## src/verilog/flash_ctrl_regs.svh

```systemverilog
// Purpose: Offsets, field positions, key values and timing for the flash sequencer
// Assumes: 40 MHz system clock
// Notes on behaviour
// - Erase flag bit 6 selects erase/program decoding
// - Erase codes: bulk, general, secure, page
// - Program codes: word, row, register byte
// - Unlisted codes start no flash operation
// - Key register write-only, reads zero
// - Start needs 55 then AA key first
// - Erase unit is one 512-instruction page
// - Erase address from table page and offset
// - Stall core during erase, then clear start
// - Row program writes 64 latched instructions
// - Stall core during program, then clear start
`ifndef FLASH_CTRL_REGS_SVH
`define FLASH_CTRL_REGS_SVH

`define SEL_CONTROL      1'b0
`define SEL_KEY          1'b1
`define BIT_START        15
`define BIT_ENABLE       14
`define BIT_ERROR        13
`define BIT_ERASE        6
`define OPCODE_HI        3
`define OPCODE_LO        0
`define KEY_HI           7
`define KEY_LO           0
`define LIDX_HI          6
`define LIDX_LO          1
`define CONTROL_RESET    16'h0000
`define KEY_FIRST        8'h55
`define KEY_SECOND       8'hAA
`define OPC_BULK         4'hF
`define OPC_GEN_SEG      4'hD
`define OPC_SEC_SEG      4'hC
`define OPC_PAGE_ERASE   4'h2
`define OPC_WORD         4'h3
`define OPC_ROW          4'h1
`define OPC_REG_BYTE     4'h0
`define ROW_WORDS        64
`define ROW_LAST         6'h3F
`define PAGE_OFFSET_MASK 16'hFC00
`define ROW_OFFSET_MASK  16'hFF80
`define CLK_PERIOD_NS    25
`define T_ERASE_NS       20000000
`define T_WORD_NS        40000

`endif

```

## src/verilog/flash_ctrl_pkg.sv

```systemverilog
// Purpose: Types shared by the flash sequencer and its timer
// Assumes: Constants come from flash_ctrl_regs.svh
// Notes: Latch array lives inside the state struct
package flash_ctrl_pkg;

    typedef enum logic [2:0] {
        CMD_NONE      = 3'h0,
        CMD_PAGE      = 3'h1,
        CMD_BULK      = 3'h2,
        CMD_GEN_SEG   = 3'h3,
        CMD_SEC_SEG   = 3'h4,
        CMD_WORD      = 3'h5,
        CMD_ROW       = 3'h6,
        CMD_REG_BYTE  = 3'h7
    } flash_cmd_t;

    typedef enum logic [1:0] {
        ST_IDLE  = 2'b00,
        ST_ERASE = 2'b01,
        ST_PROG  = 2'b11,
        ST_DONE  = 2'b10
    } seq_state_t;

    typedef enum logic [1:0] {
        KEY_LOCKED = 2'b00,
        KEY_HALF   = 2'b01,
        KEY_OPEN   = 2'b11
    } key_state_t;

    typedef struct packed {
        logic        we;
        logic        sel;
        logic [15:0] wdata;
    } reg_wr_t;

    typedef struct packed {
        logic        wr_lo;
        logic        wr_hi;
        logic [7:0]  page;
        logic [15:0] offset;
        logic [15:0] data;
    } tbl_wr_t;

    typedef struct packed {
        flash_cmd_t  cmd;
        logic        wstb;
        logic [23:0] addr;
        logic [23:0] wdata;
    } flash_req_t;

    typedef struct packed {
        seq_state_t       seq;
        key_state_t       key;
        logic             start;
        logic             enable;
        logic             error;
        logic             erase;
        logic [3:0]       opcode;
        logic [23:0]      base;
        logic [5:0]       idx;
        logic             stall;
        logic [15:0]      rdata;
        flash_req_t       fl;
        logic [63:0][23:0] latch;
    } ctrl_state_t;

    typedef struct packed {
        logic [19:0] remain;
        logic        run;
        logic        done;
    } tmr_state_t;

endpackage : flash_ctrl_pkg

```

## src/verilog/flash_op_timer.sv

```systemverilog
// Purpose: Self-timed interval counter for erase and word writes
// Assumes: LOAD is one cycle; COUNT at least 1
// Notes: DONE pulses once, COUNT+1 cycles after LOAD
`timescale 1ns/10ps
module flash_op_timer (
    input  wire logic        CLK,
    input  wire logic        RSTN,
    input  wire logic        LOAD,
    input  wire logic [19:0] COUNT,
    output logic             DONE
);
    import flash_ctrl_pkg::*;

    tmr_state_t t_r;
    tmr_state_t t_nxt;

    // Counts down from COUNT-1 after LOAD; DONE pulses once zero is passed
    always_comb begin
        t_nxt      = t_r;
        t_nxt.done = 1'b0;
        if (LOAD) begin
            t_nxt.remain = COUNT - 20'h00001;
            t_nxt.run    = 1'b1;
        end else if (t_r.run) begin
            if (t_r.remain == 20'h00000) begin
                t_nxt.run  = 1'b0;
                t_nxt.done = 1'b1;
            end else begin
                t_nxt.remain = t_r.remain - 20'h00001;
            end
        end
    end

    always_ff @(posedge CLK) begin
        if (!RSTN) begin
            t_r <= '0;
        end else begin
            t_r <= t_nxt;
        end
    end

    assign DONE = t_r.done;
endmodule : flash_op_timer

```

## src/verilog/flash_program_erase_control.sv

```systemverilog
// Purpose: Unlock, decode and self-time flash erase and program operations
// Assumes: Core register and table writes are one-cycle strobes on CLK
// Notes: Read data appears one cycle after REG_SEL changes
`timescale 1ns/10ps
`include "flash_ctrl_regs.svh"
module flash_program_erase_control #(
    parameter int unsigned ERASE_CYCLES =
        (`T_ERASE_NS + `CLK_PERIOD_NS - 1) / `CLK_PERIOD_NS,
    parameter int unsigned WORD_CYCLES  =
        (`T_WORD_NS + `CLK_PERIOD_NS - 1) / `CLK_PERIOD_NS
) (
    input  wire logic                    CLK,
    input  wire logic                    RSTN,
    input  wire flash_ctrl_pkg::reg_wr_t REG_WR,
    input  wire logic                    REG_SEL,
    output logic [15:0]                  REG_RDATA,
    input  wire flash_ctrl_pkg::tbl_wr_t TBL_WR,
    output logic                         CPU_STALL,
    output flash_ctrl_pkg::flash_req_t   FLASH_REQ
);
    import flash_ctrl_pkg::*;

    localparam logic [19:0] ERASE_CNT = ERASE_CYCLES[19:0];
    localparam logic [19:0] WORD_CNT  = WORD_CYCLES[19:0];

    ctrl_state_t s_r;
    ctrl_state_t s_nxt;
    logic        tmr_load;
    logic [19:0] tmr_count;
    logic        tmr_done;

    flash_op_timer u_timer (
        .CLK   (CLK),
        .RSTN  (RSTN),
        .LOAD  (tmr_load),
        .COUNT (tmr_count),
        .DONE  (tmr_done)
    );

    // Opcode decode depends on the erase flag
    function automatic flash_cmd_t decode_op(input logic erase, input logic [3:0] op);
        flash_cmd_t c;
        c = CMD_NONE;
        if (erase) begin
            unique case (op)
                `OPC_BULK:       c = CMD_BULK;
                `OPC_GEN_SEG:    c = CMD_GEN_SEG;
                `OPC_SEC_SEG:    c = CMD_SEC_SEG;
                `OPC_PAGE_ERASE: c = CMD_PAGE;
                default:         c = CMD_NONE;
            endcase
        end else begin
            unique case (op)
                `OPC_WORD:       c = CMD_WORD;
                `OPC_ROW:        c = CMD_ROW;
                `OPC_REG_BYTE:   c = CMD_REG_BYTE;
                default:         c = CMD_NONE;
            endcase
        end
        return c;
    endfunction : decode_op

    logic       ctrl_wr;
    logic       key_wr;
    logic       start_req;
    logic       start_ok;
    flash_cmd_t new_cmd;
    logic [7:0] key_byte;

    always_comb begin
        s_nxt     = s_r;
        tmr_load  = 1'b0;
        tmr_count = WORD_CNT;
        ctrl_wr   = REG_WR.we && (REG_WR.sel == `SEL_CONTROL);
        key_wr    = REG_WR.we && (REG_WR.sel == `SEL_KEY);
        key_byte  = REG_WR.wdata[`KEY_HI:`KEY_LO];
        start_req = ctrl_wr && REG_WR.wdata[`BIT_START] && (s_r.seq == ST_IDLE);
        start_ok  = start_req && (s_r.key == KEY_OPEN)
                    && REG_WR.wdata[`BIT_ENABLE];
        new_cmd   = decode_op(REG_WR.wdata[`BIT_ERASE],
                              REG_WR.wdata[`OPCODE_HI:`OPCODE_LO]);
        s_nxt.fl.wstb = 1'b0;

        // Unlock sequence: any other register write in between relocks; table writes do not
        if (key_wr) begin
            if (key_byte == `KEY_FIRST)
                s_nxt.key = KEY_HALF;
            else if (key_byte == `KEY_SECOND && s_r.key == KEY_HALF)
                s_nxt.key = KEY_OPEN;
            else
                s_nxt.key = KEY_LOCKED;
        end else if (ctrl_wr) begin
            s_nxt.key = KEY_LOCKED;
        end

        // Control writes are ignored while an operation runs
        if (ctrl_wr && s_r.seq == ST_IDLE) begin
            s_nxt.enable = REG_WR.wdata[`BIT_ENABLE];
            s_nxt.erase  = REG_WR.wdata[`BIT_ERASE];
            s_nxt.opcode = REG_WR.wdata[`OPCODE_HI:`OPCODE_LO];
            if (!REG_WR.wdata[`BIT_ERROR])
                s_nxt.error = 1'b0;
        end

        // Table writes fill the row latches and capture the target address
        if (TBL_WR.wr_lo) begin
            s_nxt.latch[TBL_WR.offset[`LIDX_HI:`LIDX_LO]][15:0] = TBL_WR.data;
            s_nxt.base = {TBL_WR.page, TBL_WR.offset};
        end
        if (TBL_WR.wr_hi)
            s_nxt.latch[TBL_WR.offset[`LIDX_HI:`LIDX_LO]][23:16] = TBL_WR.data[7:0];

        unique case (s_r.seq)
            ST_IDLE: begin
                if (start_req && !start_ok) begin
                    s_nxt.error = 1'b1;
                end else if (start_ok) begin
                    s_nxt.start  = 1'b1;
                    s_nxt.fl.cmd = new_cmd;
                    s_nxt.idx    = 6'h00;
                    unique case (new_cmd)
                        CMD_PAGE: begin
                            // Whole page around the latched address
                            s_nxt.fl.addr = {s_r.base[23:16],
                                             s_r.base[15:0] & `PAGE_OFFSET_MASK};
                            s_nxt.seq   = ST_ERASE;
                            s_nxt.stall = 1'b1;
                            tmr_load    = 1'b1;
                            tmr_count   = ERASE_CNT;
                        end
                        CMD_BULK, CMD_GEN_SEG, CMD_SEC_SEG: begin
                            s_nxt.fl.addr = s_r.base;
                            s_nxt.seq   = ST_ERASE;
                            s_nxt.stall = 1'b1;
                            tmr_load    = 1'b1;
                            tmr_count   = ERASE_CNT;
                        end
                        CMD_ROW: begin
                            s_nxt.fl.addr  = {s_r.base[23:16],
                                              s_r.base[15:0] & `ROW_OFFSET_MASK};
                            s_nxt.fl.wdata = s_r.latch[0];
                            s_nxt.fl.wstb  = 1'b1;
                            s_nxt.seq   = ST_PROG;
                            s_nxt.stall = 1'b1;
                            tmr_load    = 1'b1;
                        end
                        CMD_WORD, CMD_REG_BYTE: begin
                            s_nxt.fl.addr  = s_r.base;
                            s_nxt.fl.wdata = (new_cmd == CMD_REG_BYTE)
                                ? {16'h0000, s_r.latch[s_r.base[`LIDX_HI:`LIDX_LO]][7:0]}
                                : s_r.latch[s_r.base[`LIDX_HI:`LIDX_LO]];
                            s_nxt.fl.wstb  = 1'b1;
                            s_nxt.seq   = ST_PROG;
                            s_nxt.stall = 1'b1;
                            tmr_load    = 1'b1;
                        end
                        CMD_NONE: s_nxt.seq = ST_DONE;
                    endcase
                end
            end
            ST_ERASE: begin
                if (tmr_done)
                    s_nxt.seq = ST_DONE;
            end
            ST_PROG: begin
                if (tmr_done) begin
                    if (s_r.fl.cmd == CMD_ROW && s_r.idx != `ROW_LAST) begin
                        // Next of the 64 row words, two addresses apart
                        s_nxt.idx      = s_r.idx + 6'h01;
                        s_nxt.fl.addr  = s_r.fl.addr + 24'h000002;
                        s_nxt.fl.wdata = s_r.latch[s_r.idx + 6'h01];
                        s_nxt.fl.wstb  = 1'b1;
                        tmr_load       = 1'b1;
                    end else begin
                        s_nxt.seq = ST_DONE;
                    end
                end
            end
            ST_DONE: begin
                s_nxt.seq    = ST_IDLE;
                s_nxt.start  = 1'b0;
                s_nxt.stall  = 1'b0;
                s_nxt.fl.cmd = CMD_NONE;
            end
        endcase

        // Key register reads as zero in full
        if (REG_SEL == `SEL_KEY) begin
            s_nxt.rdata = 16'h0000;
        end else begin
            s_nxt.rdata = 16'h0000;
            s_nxt.rdata[`BIT_START]  = s_nxt.start;
            s_nxt.rdata[`BIT_ENABLE] = s_nxt.enable;
            s_nxt.rdata[`BIT_ERROR]  = s_nxt.error;
            s_nxt.rdata[`BIT_ERASE]  = s_nxt.erase;
            s_nxt.rdata[`OPCODE_HI:`OPCODE_LO] = s_nxt.opcode;
        end
    end

    always_ff @(posedge CLK) begin
        if (!RSTN) begin
            s_r.seq    <= ST_IDLE;
            s_r.key    <= KEY_LOCKED;
            s_r.start  <= 1'b0;
            s_r.enable <= 1'b0;
            s_r.error  <= 1'b0;
            s_r.erase  <= 1'b0;
            s_r.opcode <= 4'h0;
            s_r.base   <= 24'h000000;
            s_r.idx    <= 6'h00;
            s_r.stall  <= 1'b0;
            s_r.rdata  <= `CONTROL_RESET;
            s_r.fl     <= '{cmd: CMD_NONE, wstb: 1'b0, addr: 24'h000000, wdata: 24'h000000};
            s_r.latch  <= '0;
        end else begin
            s_r <= s_nxt;
        end
    end

    assign REG_RDATA = s_r.rdata;
    assign CPU_STALL = s_r.stall;
    assign FLASH_REQ = s_r.fl;

endmodule : flash_program_erase_control

```

## config.mk

```make
export PLATFORM = sky130hd
export DESIGN_NAME = flash_program_erase_control
export DESIGN_NICKNAME = d
export VERILOG_FILES = /design/src/verilog/flash_ctrl_pkg.sv /design/src/verilog/flash_op_timer.sv /design/src/verilog/flash_program_erase_control.sv
export VERILOG_INCLUDE_DIRS = /design/src /design/src/verilog
export SDC_FILE = /design/constraint.sdc
export NUM_CORES = 2
export LEC_CHECK = 0
export BUFFER_PORTS_ARGS = -buffer_cell sky130_fd_sc_hd__buf_2
export CAP_MARGIN = 20
export CORE_ASPECT_RATIO = 1.5
export CORE_UTILIZATION = 40
export DETAILED_ROUTE_END_ITERATION = 10
export SYNTH_ARGS = -nofsm -noshare
export SYNTH_HDL_FRONTEND = slang
export SYNTH_SLANG_ARGS = --single-unit
```

## constraint.sdc

```tcl
create_clock -name CLK -period 4.2 [get_ports CLK]
set_input_delay 0.84 -clock CLK [delete_from_list [all_inputs] [get_ports CLK]]
set_output_delay 0.84 -clock CLK [all_outputs]
set_load 0.1 [all_outputs]
```

**Word level (Yosys, flattened, before mapping)**

Index checks and enable logic that the tools add are counted.

- Register bits after elaboration: 1669
- Input bits: 63
- Output and inout bits: 69
- Word-level logic and storage cells: 224

- Add/subtract/negate cells: 4
- Order comparisons: 4
- Eq/ne operators: 32
- Mux-type cells: 64
- Bitwise gates (word level): 3
- Reductions and logical operators: 34

Operators with widths:

| cell | count |
|---|---|
| 1536-bit bitwise mux | 2 |
| 1536-bit 2-to-1 mux | 2 |
| 24-bit binary-select mux with 6-bit select | 2 |
| 24-bit demux with 6-bit select | 2 |
| 52-bit 2-to-1 mux | 2 |
| 20-bit 2-to-1 mux | 5 |
| 49-bit 2-to-1 mux | 2 |
| 49-bit case mux with 2 select lines | 1 |
| 24-bit 2-to-1 mux | 4 |
| 24-bit case mux with 3 select lines | 1 |
| 24-bit case mux with 2 select lines | 1 |
| 20-bit by 1-bit subtractor with 20-bit output (second input constant) | 2 |
| 24-bit by 2-bit adder with 24-bit output (second input constant) | 1 |
| 22-bit 2-to-1 mux | 1 |
| 6-bit by 7-bit less-than comparator with 1-bit output (second input constant) | 3 |
| 21-bit 2-to-1 mux | 1 |
| 7-bit 2-to-1 mux | 3 |
| 20-bit zero test | 1 |
| 2-bit 2-to-1 mux | 10 |
| 16-bit 2-to-1 mux | 1 |
| 3-bit == test (second input constant) | 5 |
| 4-bit == test (second input constant) | 3 |
| 1-bit 2-to-1 mux | 12 |
| 6-bit 2-to-1 mux | 2 |
| 40 further kinds | 72 |

**Longest topological paths before layout**

- Depth after elaboration: 12
- Mapped depth: 11
- Gate-level depth less buffers: 8

**Modules after synthesis**

Synthesis repeated with hierarchy kept, for this count alone.

- Cells, all modules: 9695
- Area, all modules: 90028.8 sq um

Modules (own cells, without submodules):

| module | times used | cells each | area an instance (sq um) | seq. area each (sq um) |
|---|---|---|---|---|
| flash_program_erase_control | 1 | 9482 | 88341.0 | 32811.5 |
| flash_op_timer | 1 | 213 | 1687.9 | 440.4 |

**Worst setup path before layout**

OpenSTA, ideal clock, no wires.

- Kind: input -> register
- Start: in REG_WR[6] (netlist name)
- End: reg s_r (netlist bit FLASH_REQ[7])
- Setup time: 0.134 ns
- Data arrival time: 2.548 ns
- Required time: 4.066 ns
- Slack: 1.518 ns
- Stages: 8
- Buffers on the path: 2
- Cell sequence: buf_6 or3_4 o21a_1 a311oi_2 buf_4 o211ai_1 o311ai_0 nand3_1

- Longest elaborated chain between the ends: 7
- Elaborated cells on any way between the ends: 11
- Those cells by class: eq/ne: 4; mux: 5; reduce/logical: 2

RTL lines:

| what | RTL line | source |
|---|---|---|
| start, declared | flash_program_erase_control.sv:14 | `input wire flash_ctrl_pkg::reg_wr_t REG_WR,` |
| 3-bit 2-to-1 mux (*) | flash_program_erase_control.sv:44 | `if (erase) begin` |
| 3-bit == test (on tied branches) | flash_program_erase_control.sv:121, flash_program_erase_control.sv:149 |  |
| 2-bit OR reduction | n/a |  |
| 24-bit case mux with 2 select lines | flash_program_erase_control.sv:121 | `unique case (new_cmd)` |
| 52-bit 2-to-1 mux | flash_program_erase_control.sv:117 | `end else if (start_ok) begin` |
| 52-bit 2-to-1 mux | flash_program_erase_control.sv:115 | `if (start_req && !start_ok) begin` |
| 49-bit case mux with 2 select lines | flash_program_erase_control.sv:113 | `unique case (s_r.seq)` |
| end signal, assigned | flash_program_erase_control.sv:216 | `s_r <= s_nxt;` |
| end, declared | flash_program_erase_control.sv:26 | `ctrl_state_t s_r;` |

Every way passes the cells marked *; elsewhere a longest branch is shown, timed or not. The select of a mux whose other input is x is not followed.
A chain may end at the register's enable or synchronous reset.

**Final worst setup path**

- Start: reg s_r[1606] (netlist name)
- End: reg s_r (netlist bit FLASH_REQ[11])

- Longest elaborated chain between the ends: 6
- Elaborated cells on any way between the ends: 10
- Those cells by class: add/sub: 1; eq/ne: 2; mux: 5; reduce/logical: 2

RTL lines:

| what | RTL line | source |
|---|---|---|
| 6-bit by 1-bit adder with 6-bit output | flash_program_erase_control.sv:171 | `s_nxt.fl.wdata = s_r.latch[s_r.idx + 6'h01];` |
| 24-bit binary-select mux with 6-bit select | flash_program_erase_control.sv:171 |  |
| 24-bit 2-to-1 mux (not written as such) | flash_program_erase_control.sv:171 |  |
| 49-bit 2-to-1 mux | flash_program_erase_control.sv:167 | `` if (s_r.fl.cmd == CMD_ROW && s_r.idx != `ROW_LAST) begin `` |
| 49-bit 2-to-1 mux | flash_program_erase_control.sv:166 | `if (tmr_done) begin` |
| 49-bit case mux with 2 select lines | flash_program_erase_control.sv:113 |  |

Several ways; a longest one is shown, not always the timed one. The select of a mux whose other input is x is not followed.

==> results.toml <==
[sta]
worst_case_clock_skew_ns = 0.09104
timing_max_transition_violations_final = 0
layout_worst_path_cycle_share = 0.9217
final.setup.tns_ns = 0
setup_viol = 0
report.final.hold_viol_count = 0
worst-slew-pin-transition_ns = 1.176
timing.slew.headroom = 0.2159
grt_setup_unrepaired = "false"
finalCriticalPeriod_ns = 3.871
max_clock_freq_mhz = 258.3

[global_routing]
globalRouteTotalUtil = 0.3274
first_global_vias = 75420
grt.overflow.total = 0
initial_antenna_violation_count = 25
maximum_number_of_pins_on_one_net_before_global_route_repair = 215
grt_pass1_wl_mm = 528.3

[power_and_ir_drop]
static_power_due_to_leakage_nw = 29.21
power_per_cell_area_nw_per_um2 = 359.5
design_power_total_mw = 34.29
max-vdd-ir-drop_mv = 0.3767

[final_layout]
finalInstanceArea_um2 = 95390
leading_cell_type_in_the_layout_fill_and_taps_excluded = "sky130_fd_sc_hd__nand2_1"
drive_above_1_share = 0.1644
number_of_standard_cells_in_the_layout_taps_in_and_fillers_out = 12540
areaGrowthSynthToFinish_pct = 10.88
num-nets-final = 9628
nFillCells = 20590
layout.cells.most_common_list = "2573 x sky130_fd_sc_hd__nand2_1, 1654 x sky130_fd_sc_hd__dfxtp_1, 1499 x sky130_fd_sc_hd__a21oi_1, 606 x sky130_fd_sc_hd__mux4_2, 596 x sky130_fd_sc_hd__mux2i_1"

[placement]
dp.cells = 12220
number_of_buffers_added_on_ports = 118
instance_area_after_placement_um2 = 89710
gp_congestion = 1.014
hpwlAfterDp_mm = 239.2

[die]
die_width_um = 380.7
die_height_um = 570.0
top_level_ports = 132
die_area_um2 = 217000
initial_core_util = 0.4022
row_count = 208
core_area_um2 = 213900

[clocking]
number_of_buffers_inserted_during_clock_tree_synthesis = 173
sinks_on_the_clock_net = 1661
cts_htree_levels = 4
tritoncts = "done"
post-cts-setup-buffer-count = 0
cts.reportedPaths.clkPinSlew_ns = 0.07
cells_resized_by_post_cts_repair = 0
worstSkewPairLatency_ns = 0.88
cts-root-to-sink-buffers = 4
cts_hold_buffers = 0
root_buffer = "sky130_fd_sc_hd__clkbuf_16"

[logic_synthesis]
yosys_most_used_dff = "sky130_fd_sc_hd__dfxtp_1"
netlist-cell-type-count = 83
postSynth.asyncResetShare = 0
synth_sequential_area_ratio = 0.3865
yosysTopAreaCellShare = 0.3865
synthesis.area_um2 = 86030
synth.avg_cell_area_um2 = 8.733
postSynthCellCount = 9851
synthesis.yosys.warnings = 0
synth.ff_latch_count = 1661
synth-edff-count = 0
synth.largest_area_cell = "sky130_fd_sc_hd__dfxtp_1"
synth_top_cells_by_area = "sky130_fd_sc_hd__dfxtp_1 39%, sky130_fd_sc_hd__mux4_2 16%, sky130_fd_sc_hd__nand2_1 11%"

[worst_setup_path]
worst_r2r_startpoint = "s_r[1606]"
worstPathMaxFanout = 22
reg2reg_setup_slack_ns = 0.33
timing.critical_path.required_ns = 4.93
r2r_end = "FLASH_REQ[11]"
critical_path.endpoint_type = "flop"
setup.worst_path.start_class = "flop"
r2r_cells = 10
cp.arrival_ns = 4.60
critical_path_class = "flop to flop"

[hold_path]
cells_on_worst_hold_path = 3
min-delay-start = "TBL_WR[38]"
worst_hold_path_type = "input port to flop"
timing.hold.worst_endpoint = "s_r[1633]"

[detailed_routing]
postRouteAntennaNets = 0
initialDrtViolationCount = 11010
vias = 79840
number_of_iterations_in_the_first_detailed_routing_pass = 6
detail_route.wl_per_cell_um = 29.34
drc = 0
avgViaCountPerCell = 6.367
totalWireLength_mm = 368.0

[job]
max_cap_viol_count = 0

[status]
status = "complete, no violations"
[flip-flops by register name, summed over array words and instances (netlist names)]
| register | cells |
|---|---|
| u_timer.DONE | 1 |
| FLASH_REQ | 52 |
| REG_RDATA | 8 |
| s_r | 1578 |
| CPU_STALL | 1 |
| u_timer.t_r | 21 |
[synth_stat cells, types with 57 or more instances]
| cell type | count |
|---|---|
| sky130_fd_sc_hd__buf_1 | 95 |
| sky130_fd_sc_hd__a21oi_1 | 1500 |
| sky130_fd_sc_hd__buf_4 | 101 |
| sky130_fd_sc_hd__dfxtp_1 | 1661 |
| sky130_fd_sc_hd__buf_2 | 187 |
| sky130_fd_sc_hd__clkbuf_1 | 624 |
| sky130_fd_sc_hd__o221ai_1 | 57 |
| sky130_fd_sc_hd__nor2_1 | 386 |
| sky130_fd_sc_hd__nand3_1 | 338 |
| sky130_fd_sc_hd__nand2_1 | 2576 |
| sky130_fd_sc_hd__mux4_2 | 606 |
| sky130_fd_sc_hd__mux2_2 | 92 |
| sky130_fd_sc_hd__o22ai_1 | 92 |
| sky130_fd_sc_hd__o21ai_0 | 277 |
| sky130_fd_sc_hd__mux2i_1 | 596 |
[worst max path at each step]
stage              start            end  slack (ns)  cells past startpoint
3_5_place_dp   s_r[1607]  FLASH_REQ[11]        0.46                      7
2_1_floorplan  REG_WR[6]   FLASH_REQ[7]        1.52                      8
6_report       s_r[1606]  FLASH_REQ[11]        0.33                     10
4_1_cts        s_r[1607]  FLASH_REQ[11]        0.45                      7
3_3_place_gp   s_r[1605]  FLASH_REQ[11]        0.52                     10
5_1_grt        s_r[1607]  FLASH_REQ[11]        0.32                      7
[layout make-up]
| cell class | count | area [um^2] | area share |
|---|---|---|---|
| multi-input cells | 7163 | 48450 | 0.5079 |
| flip-flops and latches | 1661 | 33270 | 0.3488 |
| clock buffers | 252 | 5020 | 0.05262 |
| repair buffers | 538 | 4370 | 0.04582 |
| well taps | 2835 | 3547 | 0.03719 |
| clock inverters | 49 | 589.3 | 0.006178 |
| inverters | 20 | 82.58 | 0.0008657 |
| diodes | 22 | 55.05 | 0.0005771 |
[per-stage QoR]
| stage | hold slack (ns) | utilization | worst slack (ns) |
|---|---|---|---|
| after global routing | 0.2104 | 0.4457 | 0.3182 |
| final | 0.2100 | 0.4459 | 0.3288 |
| after detailed placement | 0.4566 | 0.4193 | 0.4612 |
| after floorplan | 0.4297 | - | 1.518 |
| after CTS | 0.1715 | 0.4456 | 0.4539 |
| after global placement | 0.4481 | 0.4193 | 0.5228 |
[worst max-delay path, cell delays in order (launching register included)]
cell and delay (ns):
sky130_fd_sc_hd__dfxtp_1 0.54, sky130_fd_sc_hd__ha_4 0.37, sky130_fd_sc_hd__xor2_4 0.30, sky130_fd_sc_hd__buf_12 0.26, sky130_fd_sc_hd__buf_12 0.23, sky130_fd_sc_hd__buf_4 0.28, sky130_fd_sc_hd__mux2i_1 0.81, sky130_fd_sc_hd__o22ai_1 0.19
sky130_fd_sc_hd__o41ai_1 0.42, sky130_fd_sc_hd__buf_4 0.17, sky130_fd_sc_hd__o211ai_1 0.08
[layer usage]
metal	GRT usage	routed length, um
met1	0.3825	129200
met5	0	132
met3	0.07887	37950
met4	0.2849	37000
met2	0.5027	163700
[power by group]
| group | switching, mW | total (mW) | internal, mW |
|---|---|---|---|
| registers | 0.0843 | 15.9 | 15.8 |
| clock network | 6.88 | 15.9 | 9.02 |
| logic | 1.88 | 2.49 | 0.612 |
| total | 8.84 | 34.3 | 25.5 |
[cell families after synthesis]
group	count (synthesis)	share of synthesized area
AO/OA/AOI/OAI	2253	0.1473
adder cells (fa/ha/maj)	8	0.001164
other	1	0.00004359
flip-flops	1661	0.3865
AND/OR/NAND/NOR	3583	0.1704
multiplexers	1294	0.2400
buffers and inverters	1034	0.05285
XOR/XNOR	17	0.001731
Power figures use the tool's default switching activity.
